File: src/hdl/dcg_defines.vh
// Constants for the DSL clock generator configuration block
`ifndef DCG_DEFINES_VH
`define DCG_DEFINES_VH
// ----------------------------------------
// Register offsets (byte addresses)
// ----------------------------------------
`define DCG_ADDR_SEL 4'h0
`define DCG_ADDR_DATA 4'h4
`define DCG_ADDR_STAT 4'h8
`define DCG_ADDR_RATE 4'hC
// ----------------------------------------
// Select register fields
// ----------------------------------------
`define DCG_SEL_TYPE_HI 7
`define DCG_SEL_TYPE_LO 5
`define DCG_SEL_DIR_BIT 4
// ----------------------------------------
// Control types
// ----------------------------------------
`define DCG_CT_BASIC 3'h0
`define DCG_CT_PRE_TC 3'h1
`define DCG_CT_PRE_NUM 3'h2
`define DCG_CT_REF_DIV 3'h3
`define DCG_CT_GRP_LSB 3'h4
`define DCG_CT_GRP_MSB 3'h5
`define DCG_CT_SYN_LSB 3'h6
`define DCG_CT_SYN_MSB 3'h7
// ----------------------------------------
// Basic setup bits, reset values and reference divisor base
// ----------------------------------------
`define DCG_BASIC_SRC_BIT 4
`define DCG_RST_BYTE 8'h00
`define DCG_RST_PRE_TC 8'h00
`define DCG_REF_TC_BASE 9'h101
// ----------------------------------------
// Element counts
// ----------------------------------------
`define DCG_NUM_GROUPS 16
`define DCG_NUM_PORTS 32
`endif

File: src/hdl/dcg_clock_config.v
// DSL clock generator configuration: indirect registers, pre-scaler and reference divisor
`timescale 1ns/10ps
`default_nettype none
`include "dcg_defines.vh"

module dcg_clock_config (
    input wire core_clk,
    input wire rst,
    input wire [3:0] reg_addr,
    input wire [7:0] reg_wdata,
    input wire reg_wr,
    input wire reg_rd,
    output reg [7:0] reg_rdata,
    input wire reference_clock_input,
    output wire generator_source_select,
    output reg prescale_pulse,
    output reg ref_div_pulse,
    input wire [4:0] rate_index,
    input wire rate_dir,
    output reg [8:0] group_factor,
    output reg [8:0] synth_factor
);

// ----------------------------------------
// Registers
// ----------------------------------------
reg [7:0] select_r;
reg [7:0] basic_r;
reg [7:0] pre_tc_r;
reg [7:0] pre_num_r;
reg [7:0] ref_div_r;
reg [7:0] grp_lsb_r [0:2*`DCG_NUM_GROUPS-1];
reg grp_msb_r [0:2*`DCG_NUM_GROUPS-1];
reg [7:0] syn_lsb_r [0:`DCG_NUM_PORTS-1];
reg syn_msb_r [0:`DCG_NUM_PORTS-1];
reg [8:0] pre_acc_r;
// Ten bits: the largest terminal count, 255 plus 257, needs them
reg [9:0] ref_cnt_r;
reg ref_s1_r;
reg ref_s2_r;
reg ref_s3_r;
reg [7:0] rdata_nxt;
integer i;

// ----------------------------------------
// Helper functions
// ----------------------------------------
// Write strobe aimed at one register offset
function dcg_wr_hit;
    input wr;
    input [3:0] addr;
    input [3:0] target;
    begin
        dcg_wr_hit = wr && (addr == target);
    end
endfunction

// Single stored msb widened to a read byte
function [7:0] dcg_msb_byte;
    input msb;
    begin
        dcg_msb_byte = {7'h00, msb};
    end
endfunction

// Fold the accumulator back below the denominator after a pulse.
// A remainder still at or above the denominator would make it climb and
// wrap, so it is pinned to zero; a numerator at or above it pulses every tick.
function [8:0] dcg_acc_next;
    input [8:0] sum;
    input [8:0] den;
    reg [8:0] diff;
    begin
        diff = sum - den;
        if (diff >= den)
            dcg_acc_next = 9'h000;
        else
            dcg_acc_next = diff;
    end
endfunction

// ----------------------------------------
// Decode
// ----------------------------------------
wire [2:0] ctl_type = select_r[`DCG_SEL_TYPE_HI:`DCG_SEL_TYPE_LO];
wire [4:0] grp_idx = {select_r[`DCG_SEL_DIR_BIT], select_r[3:0]};
wire [4:0] port_idx = select_r[4:0];
// A new select steers data writes from the following cycle on
wire sel_wr = dcg_wr_hit(reg_wr, reg_addr, `DCG_ADDR_SEL);
wire data_wr = dcg_wr_hit(reg_wr, reg_addr, `DCG_ADDR_DATA);
wire [8:0] pre_den = {1'b0, pre_tc_r} + 9'h001;
// Terminal count kept at ten bits so a written 255 does not wrap to 0
wire [9:0] ref_tc = {2'h0, ref_div_r} + {1'b0, `DCG_REF_TC_BASE};
wire [8:0] pre_sum = pre_acc_r + {1'b0, pre_num_r};
// Factor outputs address groups as {direction, group number}
wire [4:0] rate_grp = {rate_dir, rate_index[3:0]};

// Source bit drives the clock mux select
assign generator_source_select = basic_r[`DCG_BASIC_SRC_BIT];

// Join msb and low byte into one factor
function [8:0] dcg_join;
    input msb;
    input [7:0] lsb;
    begin
        dcg_join = {msb, lsb};
    end
endfunction

// ----------------------------------------
// Register writes
// ----------------------------------------
always @(posedge core_clk or posedge rst)
begin
    if (rst)
    begin
        select_r <= `DCG_RST_BYTE;
        basic_r <= `DCG_RST_BYTE;
        pre_tc_r <= `DCG_RST_PRE_TC;
        pre_num_r <= `DCG_RST_BYTE;
        ref_div_r <= `DCG_RST_BYTE;
        for (i = 0; i < 2*`DCG_NUM_GROUPS; i = i + 1)
        begin
            grp_lsb_r[i] <= `DCG_RST_BYTE;
            grp_msb_r[i] <= 1'b0;
        end
        for (i = 0; i < `DCG_NUM_PORTS; i = i + 1)
        begin
            syn_lsb_r[i] <= `DCG_RST_BYTE;
            syn_msb_r[i] <= 1'b0;
        end
    end
    else
    begin
        if (sel_wr)
            select_r <= reg_wdata;
        // Only the selected element takes the byte; msb types keep bit 0
        if (data_wr)
        begin
            case (ctl_type)
                `DCG_CT_BASIC: basic_r <= reg_wdata;
                `DCG_CT_PRE_TC: pre_tc_r <= reg_wdata;
                `DCG_CT_PRE_NUM: pre_num_r <= reg_wdata;
                `DCG_CT_REF_DIV: ref_div_r <= reg_wdata;
                `DCG_CT_GRP_LSB: grp_lsb_r[grp_idx] <= reg_wdata;
                `DCG_CT_GRP_MSB: grp_msb_r[grp_idx] <= reg_wdata[0];
                `DCG_CT_SYN_LSB: syn_lsb_r[port_idx] <= reg_wdata;
                `DCG_CT_SYN_MSB: syn_msb_r[port_idx] <= reg_wdata[0];
                default: basic_r <= basic_r;
            endcase
        end
    end
end

// ----------------------------------------
// Read mux
// ----------------------------------------
always @*
begin
    rdata_nxt = 8'h00;
    case (reg_addr)
        `DCG_ADDR_SEL: rdata_nxt = select_r;
        // Data offset reads back the element that the select points at
        `DCG_ADDR_DATA:
        begin
            case (ctl_type)
                `DCG_CT_BASIC: rdata_nxt = basic_r;
                `DCG_CT_PRE_TC: rdata_nxt = pre_tc_r;
                `DCG_CT_PRE_NUM: rdata_nxt = pre_num_r;
                `DCG_CT_REF_DIV: rdata_nxt = ref_div_r;
                `DCG_CT_GRP_LSB: rdata_nxt = grp_lsb_r[grp_idx];
                `DCG_CT_GRP_MSB: rdata_nxt = dcg_msb_byte(grp_msb_r[grp_idx]);
                `DCG_CT_SYN_LSB: rdata_nxt = syn_lsb_r[port_idx];
                `DCG_CT_SYN_MSB: rdata_nxt = dcg_msb_byte(syn_msb_r[port_idx]);
                default: rdata_nxt = 8'h00;
            endcase
        end
        `DCG_ADDR_STAT: rdata_nxt = ref_cnt_r[7:0]; // Live divisor count low byte
        `DCG_ADDR_RATE: rdata_nxt = pre_acc_r[7:0]; // Live accumulator low byte
        default: rdata_nxt = 8'h00;
    endcase
end

// Read data registered one cycle after strobe
// Held at zero outside the answer cycle so no stale byte shows
always @(posedge core_clk or posedge rst)
begin
    if (rst)
        reg_rdata <= 8'h00;
    else if (reg_rd)
        reg_rdata <= rdata_nxt;
    else
        reg_rdata <= 8'h00;
end

// ----------------------------------------
// Reference clock edge detect
// ----------------------------------------
always @(posedge core_clk or posedge rst)
begin
    if (rst)
    begin
        ref_s1_r <= 1'b0;
        ref_s2_r <= 1'b0;
        ref_s3_r <= 1'b0;
    end
    else
    begin
        ref_s1_r <= reference_clock_input;
        ref_s2_r <= ref_s1_r;
        ref_s3_r <= ref_s2_r;
    end
end

// Input tick: every core clock, or a reference rising edge.
// A reference tick lands two core cycles after the pin edge.
wire src_tick = generator_source_select ? (ref_s2_r & ~ref_s3_r) : 1'b1;

// ----------------------------------------
// Fractional pre-scaler
// ----------------------------------------
always @(posedge core_clk or posedge rst)
begin
    if (rst)
    begin
        pre_acc_r <= 9'h000;
        prescale_pulse <= 1'b0;
    end
    else
    begin
        prescale_pulse <= 1'b0;
        if (src_tick)
        begin
            // Add numerator, subtract denominator on overflow
            if (pre_sum >= pre_den)
            begin
                pre_acc_r <= dcg_acc_next(pre_sum, pre_den);
                prescale_pulse <= 1'b1;
            end
            else
                pre_acc_r <= pre_sum;
        end
    end
end

// ----------------------------------------
// Reference divisor
// ----------------------------------------
always @(posedge core_clk or posedge rst)
begin
    if (rst)
    begin
        ref_cnt_r <= 10'h000;
        ref_div_pulse <= 1'b0;
    end
    else
    begin
        ref_div_pulse <= 1'b0;
        if (src_tick)
        begin
            // Wrap after the terminal count: period is the count plus one
            if (ref_cnt_r >= ref_tc)
            begin
                ref_cnt_r <= 10'h000;
                ref_div_pulse <= 1'b1;
            end
            else
                ref_cnt_r <= ref_cnt_r + 10'h001;
        end
    end
end

// ----------------------------------------
// Bandwidth factor outputs
// ----------------------------------------
always @(posedge core_clk or posedge rst)
begin
    if (rst)
    begin
        group_factor <= 9'h000;
        synth_factor <= 9'h000;
    end
    else
    begin
        group_factor <= dcg_join(grp_msb_r[rate_grp], grp_lsb_r[rate_grp]);
        synth_factor <= dcg_join(syn_msb_r[rate_index], syn_lsb_r[rate_index]);
    end
end

endmodule // dcg_clock_config
`default_nettype wire

File: config.mk
export PLATFORM = sky130hd
export DESIGN_NAME = dcg_clock_config
export DESIGN_NICKNAME = d
export VERILOG_FILES = /design/src/hdl/dcg_clock_config.v
export VERILOG_INCLUDE_DIRS = /design/src /design/src/hdl
export SDC_FILE = /design/constraint.sdc
export NUM_CORES = 2
export LEC_CHECK = 0
export ABC_AREA = 0
export BUFFER_PORTS_ARGS = -buffer_cell sky130_fd_sc_hd__buf_2
export CORE_AREA = 2 2 333 203
export CTS_CLUSTER_SIZE = 12
export DETAILED_ROUTE_END_ITERATION = 6
export DIE_AREA = 0 0 335 205
export PLACE_DENSITY = 0.79
export SYNTH_ARGS = -nofsm -noshare
export SYNTH_HDL_FRONTEND = slang
export SYNTH_SLANG_ARGS = --single-unit
File: constraint.sdc
create_clock -name core_clk -period 27.9 [get_ports core_clk]
set_clock_uncertainty 0.05 [all_clocks]
set_input_delay 4.185 -clock core_clk [delete_from_list [all_inputs] [get_ports core_clk]]
set_output_delay 4.185 -clock core_clk [all_outputs]
set_load 0.05 [all_outputs]
# ---- After elaboration in Yosys (flattened, before gate mapping)
# Cells that the tools add are included.
dict set report word_totals {
  reg_bits 666
  inputBits 23
  elab_cells 226
  out_inout_bits 29
}
dict set report op_classes {
  n_mux 43
  n_bitwise 5
  add_sub_neg 5
  reduce_logical 13
  magnitude_cmp 7
  eq_ne 10
}
# operator n
set op_table {}
lappend op_table {{$bwmux W256} 2}
lappend op_table {{$bmux W8 S5} 4}
lappend op_table {{$mux W8} 10}
lappend op_table {{$bwmux W32} 2}
lappend op_table {{$pmux W8 S8} 1}
lappend op_table {{$demux W8 S5} 1}
lappend op_table {{$pmux W8 S4} 1}
lappend op_table {{$bmux W1 S5} 4}
lappend op_table {{$ge A6 B6 Y1 const B} 3}
lappend op_table {{$ge A9 B9 Y1} 2}
lappend op_table {{$mux W9} 2}
lappend op_table {{$not A5 Y6} 3}
lappend op_table {{$reduce_and A2 Y1} 8}
lappend op_table {{$mux W1} 14}
lappend op_table {{$eq A3 B3 Y1 const B} 4}
lappend op_table {{$add A10 B1 Y10 const B} 1}
lappend op_table {{$add A8 B9 Y10 const B} 1}
lappend op_table {{$ge A10 B10 Y1} 1}
lappend op_table {{$mux W10} 1}
lappend op_table {{$add A8 B1 Y9 const B} 1}
lappend op_table {{$add A9 B8 Y9} 1}
lappend op_table {{$sub A9 B9 Y9} 1}
lappend op_table {{$eq A4 B4 Y1 const B} 2}
lappend op_table {{$eq A3 B2 Y1 const B} 2}
lappend op_table {{other kinds (9)} 11}

# ---- Logic depth before layout (Yosys ltp)
dict set report depth {
  word_depth 7
  mapped_depth 18
  ltp_nobuf 18
}

# ---- Least setup slack after synthesis
# OpenSTA, ideal clock, no wires.
dict set report synth_path {
  kind {input-to-reg}
  startpoint {in rate_index[0]}
  endpoint {reg group_factor[0]}
  t_arrival_ps 6477
  setup_ps 125
  cell_stages 6
  required_ps 27725
  path_slack_ps 21248
  n_path_buf 3
  cell_sequence {clkbuf_1 buf_2 buf_1 mux4_2 mux4_2 mux2_2}
}
dict set report synth_between {
  elab_chain_len 4
}
# item line
set synth_rtl {}
lappend synth_rtl {{from (decl)} dcg_clock_config.v:18} ;# input wire [4:0] rate_index,
lappend synth_rtl {{$not A5 Y6 (implied by the code)} dcg_clock_config.v:285} ;# group_factor <= dcg_join(grp_msb_r[rate_grp], grp_lsb_r[rate_grp]);
lappend synth_rtl {{$bmux W8 S5} dcg_clock_config.v:285}
lappend synth_rtl {{$mux W8 (implied by the code) (2 in a row)} dcg_clock_config.v:285}
lappend synth_rtl {{to (signal assigned)} dcg_clock_config.v:285}
lappend synth_rtl {{to (decl)} dcg_clock_config.v:20} ;# output reg [8:0] group_factor,
# No other way between the ends. The select of a mux whose other input is x is not followed.
# A chain may end at the register's enable or synchronous reset.

# ---- Final worst setup path
dict set report layout_path {
  startpoint {in reg_addr[3]}
  endpoint {reg grp_lsb_r[221] (netlist name)}
}
dict set report layout_between {
  elab_chain_len 3
}
# item line
set layout_rtl {}
lappend layout_rtl {{from (decl)} dcg_clock_config.v:9} ;# input wire [3:0] reg_addr,
lappend layout_rtl {{$eq A4 B3 Y1} --}
lappend layout_rtl {{$logic_and A1 B1 Y1} dcg_clock_config.v:54} ;# dcg_wr_hit = wr && (addr == target);
lappend layout_rtl {{$reduce_and A2 Y1 (no source line)} --}
lappend layout_rtl {{to (signal, indexed assignment)} dcg_clock_config.v:124} ;# grp_lsb_r[i] <= `DCG_RST_BYTE;
lappend layout_rtl {{to (signal, indexed assignment)} dcg_clock_config.v:145} ;# `DCG_CT_GRP_LSB: grp_lsb_r[grp_idx] <= reg_wdata;
lappend layout_rtl {{to (decl)} dcg_clock_config.v:32} ;# reg [7:0] grp_lsb_r [0:2*`DCG_NUM_GROUPS-1];
# No other way between the ends.

==> summary.txt <==
Cells and area
  – Finished Cell Area: about 0.039 mm^2
  – Ant. Diodes: 0
  – Area growth from synthesis to layout: 8.062%
  – Most frequent cells in the layout: dfrtp_1, mux2_2, mux4_2
  – Commonest non-fill, non-tap cell in the layout: dfrtp_1
  – # nets final: 2439
  – Fillers: 4844
  – Share of layout cells above drive strength 1: 50.31%
  – Fin cells: ~3300
  – Util after Layout: around three fifths

Worst setup path
  – Critical Path RT: ~28 ns
  – CP Max Fanout: 24
  – CP Class: input port to register
  – Worst setup SP type: input port
  – Worst r2r src: pre_acc_r[0]
  – Setup crit start: reg_addr[3]
  – Critical Path End Type: register
  – Arrival time worst endpoint: 7.47 ns

Logic synthesis
  – Syn Area/Cell: between 10 and 15 um^2
  – Synth warnings: 0
  – Fraction of registers with async set/reset: between 90% and 100%
  – Mapped Area: ~0.036 mm^2
  – Synth cell types: 53
  – Main synth FF type: dfrtp_1
  – Sequential-to-total area share from yosys stat: a little under half
  – Number of synthesized flops with an enable pin: 0
  – Number of synthesized register bits: 666
  – Cells after Synth: approximately 2400
  – Syn Nets: 2478

Global routing
  – Met3 Usage GRT: 13.28%
  – Initial antenna violation count: 7
  – M1 GR Usage: 47.42%
  – Total GRT Usage: between 30% and 40%
  – Most Crowded Layer GR: met1
  – Total congestion overflow: 0
  – Largest net degree at the start of global routing: 158
  – First-pass GRT wire length: roughly 160000 um
  – GR Util met2: 41.73%
  – Number of global-route vias before repair: 23360

Placement
  – RD Place Congestion: between 0.9 and 1
  – Place WS: 20.30 ns
  – IO buf count: between 50 and 60
  – Post-detail-place hpwl: 68020 um
  – DP Cell Count: 3167
  – Post-DP Area: 0.03682 mm^2

Worst hold path
  – Min-delay worst type: register to register
  – Worst Hold Launch: ref_s1_r

Floorplanning
  – Die Y: ~210 um
  – # IOs: 52
  – Starting density of the core: 54.69%
  – Die area: 0.06868 mm^2
  – Die X: 335 um
  – Row count: 73
  – Core area: 0.06558 mm^2

Drt
  – DR DRC count: 0
  – Antenna viol nets, final: 0
  – Routed vias/inst: 7.163
  – Pre-antenna DRT Iters: 6
  – Initial drt markers: 3115
  – Drt total wl: 104800 um
  – Wire length per cell: between 30 and 40 um
  – Vias post-DR: 23360

STA
  – Setup TNS after final layout: 0 ns
  – Slew @ Worst Pin: 1.177 ns
  – Fmax: ~0.14 GHz
  – Final setup margin: 20.89 ns
  – Max Slew Vio Count: 0
  – Final setup viols: 0
  – Slew Limit Headroom: 21.53%
  – Tmin final: approximately 7 ns
  – Hold Vio Cnt, Final: 0
  – Period utilisation layout: between 20 and 30%
  – RSZ-0062 raised after global routing: false

Clock network
  – CTS root buf: clkbuf_16
  – # hold bufs at CTS: 0
  – Sink Count: 666
  – Post-CTS Setup Bufs: 0
  – TritonCTS clock tree: done
  – Worst-path clk slew: 0.06 ns
  – Max H-tree Level: 3
  – Clock buffer depth: 3
  – PostCTS Resize Cnt: 0
  – Clk_lat worst skew: 0.63 ns
  – CTS Buf Count: 68

Pwr
  – Sequential fraction of design power: around 44%
  – Int Pwr: 1.643 mW
  – PwrDens: 61.03 mW/mm^2
  – Power share of the combinational group: 20.0%
  – P_leak: 17.43 nW
  – Switching Fraction: a little under a third
  – Worst VDD drop: 0.00004545 V
  – Clock power frac: 35.8%
  – Sw Pwr: 722.3 uW

Run
  – Max cap viols: 0

Status
  – Status: complete, no violations
[synthesized netlist by cell type, types with 5 or more instances]
library cell	number	area [um^2]
dfrtp_1	666	16670
mux2_2	640	7207
mux4_2	330	7432
clkbuf_1	135	506.7
nor2_1	86	322.8
a22oi_1	64	480.5
nand2_1	51	191.4
buf_1	45	168.9
ha_1	39	488.0
nor2_2	34	212.7
nand3_1	26	130.1
nor3_1	23	115.1
o21ai_0	23	115.1
buf_2	20	100.1
inv_1	20	75.07
a21oi_1	19	95.09
xor2_1	17	148.9
nand4_1	16	100.1
a22o_1	15	131.4
xnor2_1	15	131.4
and2_1	12	75.07
or3_1	12	75.07
a221oi_1	10	87.58
and3_1	8	50.05
nor3_2	8	80.08
a221o_1	7	70.07
nor2b_1	7	43.79
or2_2	7	43.79
a31oi_1	6	37.54
nand3b_1	6	45.04
nand2b_1	5	31.28
[sequential cells by signal, summed over array words and instances, names as in the netlist, 8 cells and up]
signal	flops
pre_num_r	8
grp_lsb_r	256
pre_acc_r	9
ref_div_r	8
synth_factor	9
pre_tc_r	8
basic_r	8
group_factor	9
grp_msb_r	32
reg_rdata	8
select_r	8
ref_cnt_r	10
syn_msb_r	32
syn_lsb_r	256
[cell type report]
class / instances / area [um^2] / area share (%)
Clock buffer: 85 / 1849 / 4.771
Clock inverter: 9 / 87.58 / 0.2260
Tap cell: 862 / 1079 / 2.783
Inverter: 20 / 82.58 / 0.2131
Timing Repair Buffer: 91 / 611.8 / 1.579
Multi-Input combinational cell: 1528 / 18370 / 47.41
Sequential cell: 666 / 16670 / 43.02
[power groups by stage]
| stage | registers (mW) | clock network, mW | logic (mW) |
|---|---|---|---|
| floorplan | 1.04 | 0 | 0.352 |
| global placement | 1.06 | 0 | 0.450 |
| detailed placement | 1.06 | 0 | 0.464 |
| CTS | 1.04 | 0.857 | 0.466 |
| global route | 1.05 | 0.901 | 0.510 |
| finish | 1.05 | 0.846 | 0.472 |
[stage by stage]
| stage | total power [mW] | hold slack (ns) |
|---|---|---|
| after global placement | 1.510 | 0.2862 |
| final | 2.365 | 0.3050 |
| after detailed placement | 1.526 | 0.2957 |
| after floorplan | 1.387 | 0.2812 |
| after global routing | 2.461 | 0.3168 |
| after CTS | 2.368 | 0.3098 |
[layer usage]
layer | up-vias | wire [um]
li1 | 9210 | -
met4 | 4 | 2554
met5 | - | 26
met2 | 1473 | 42920
met3 | 183 | 15470
met1 | 12490 | 43780
[kinds of logic (layout without fill, tap and decap cells)]
logic type      Yosys count  count (layout)  synth area share (%)
simple gates            314             314                 4.573
xor+xnor                 32              32                0.7814
mux                     972             972                 40.87
fa+ha+maj                41              41                 1.472
compound gates          169             169                 3.461
flops                   666             666                 46.47
buf+inv                 220             205                 2.372
[worst paths after layout]
path / to / slack, ns / cells after the start
min in group asynchronous: syn_lsb_r[162] / 3.70 / 2
max in group asynchronous: syn_lsb_r[123] / 21.67 / 4
min reg2reg: ref_s2_r / 0.31 / 0
min: ref_s2_r / 0.31 / 0
max: grp_lsb_r[221] / 20.89 / 8
max reg2reg: pre_acc_r[5] / 23.19 / 15
[worst max-delay path, stage by stage]
cell	delay, ns
buf_2	0.16
nor3_1	0.25
and2_1	0.28
nand2_1	0.10
nor2_1	0.29
nand2_1	0.70
nor2_1	1.06
mux2_2	0.42
Power figures use the tool's default switching activity.
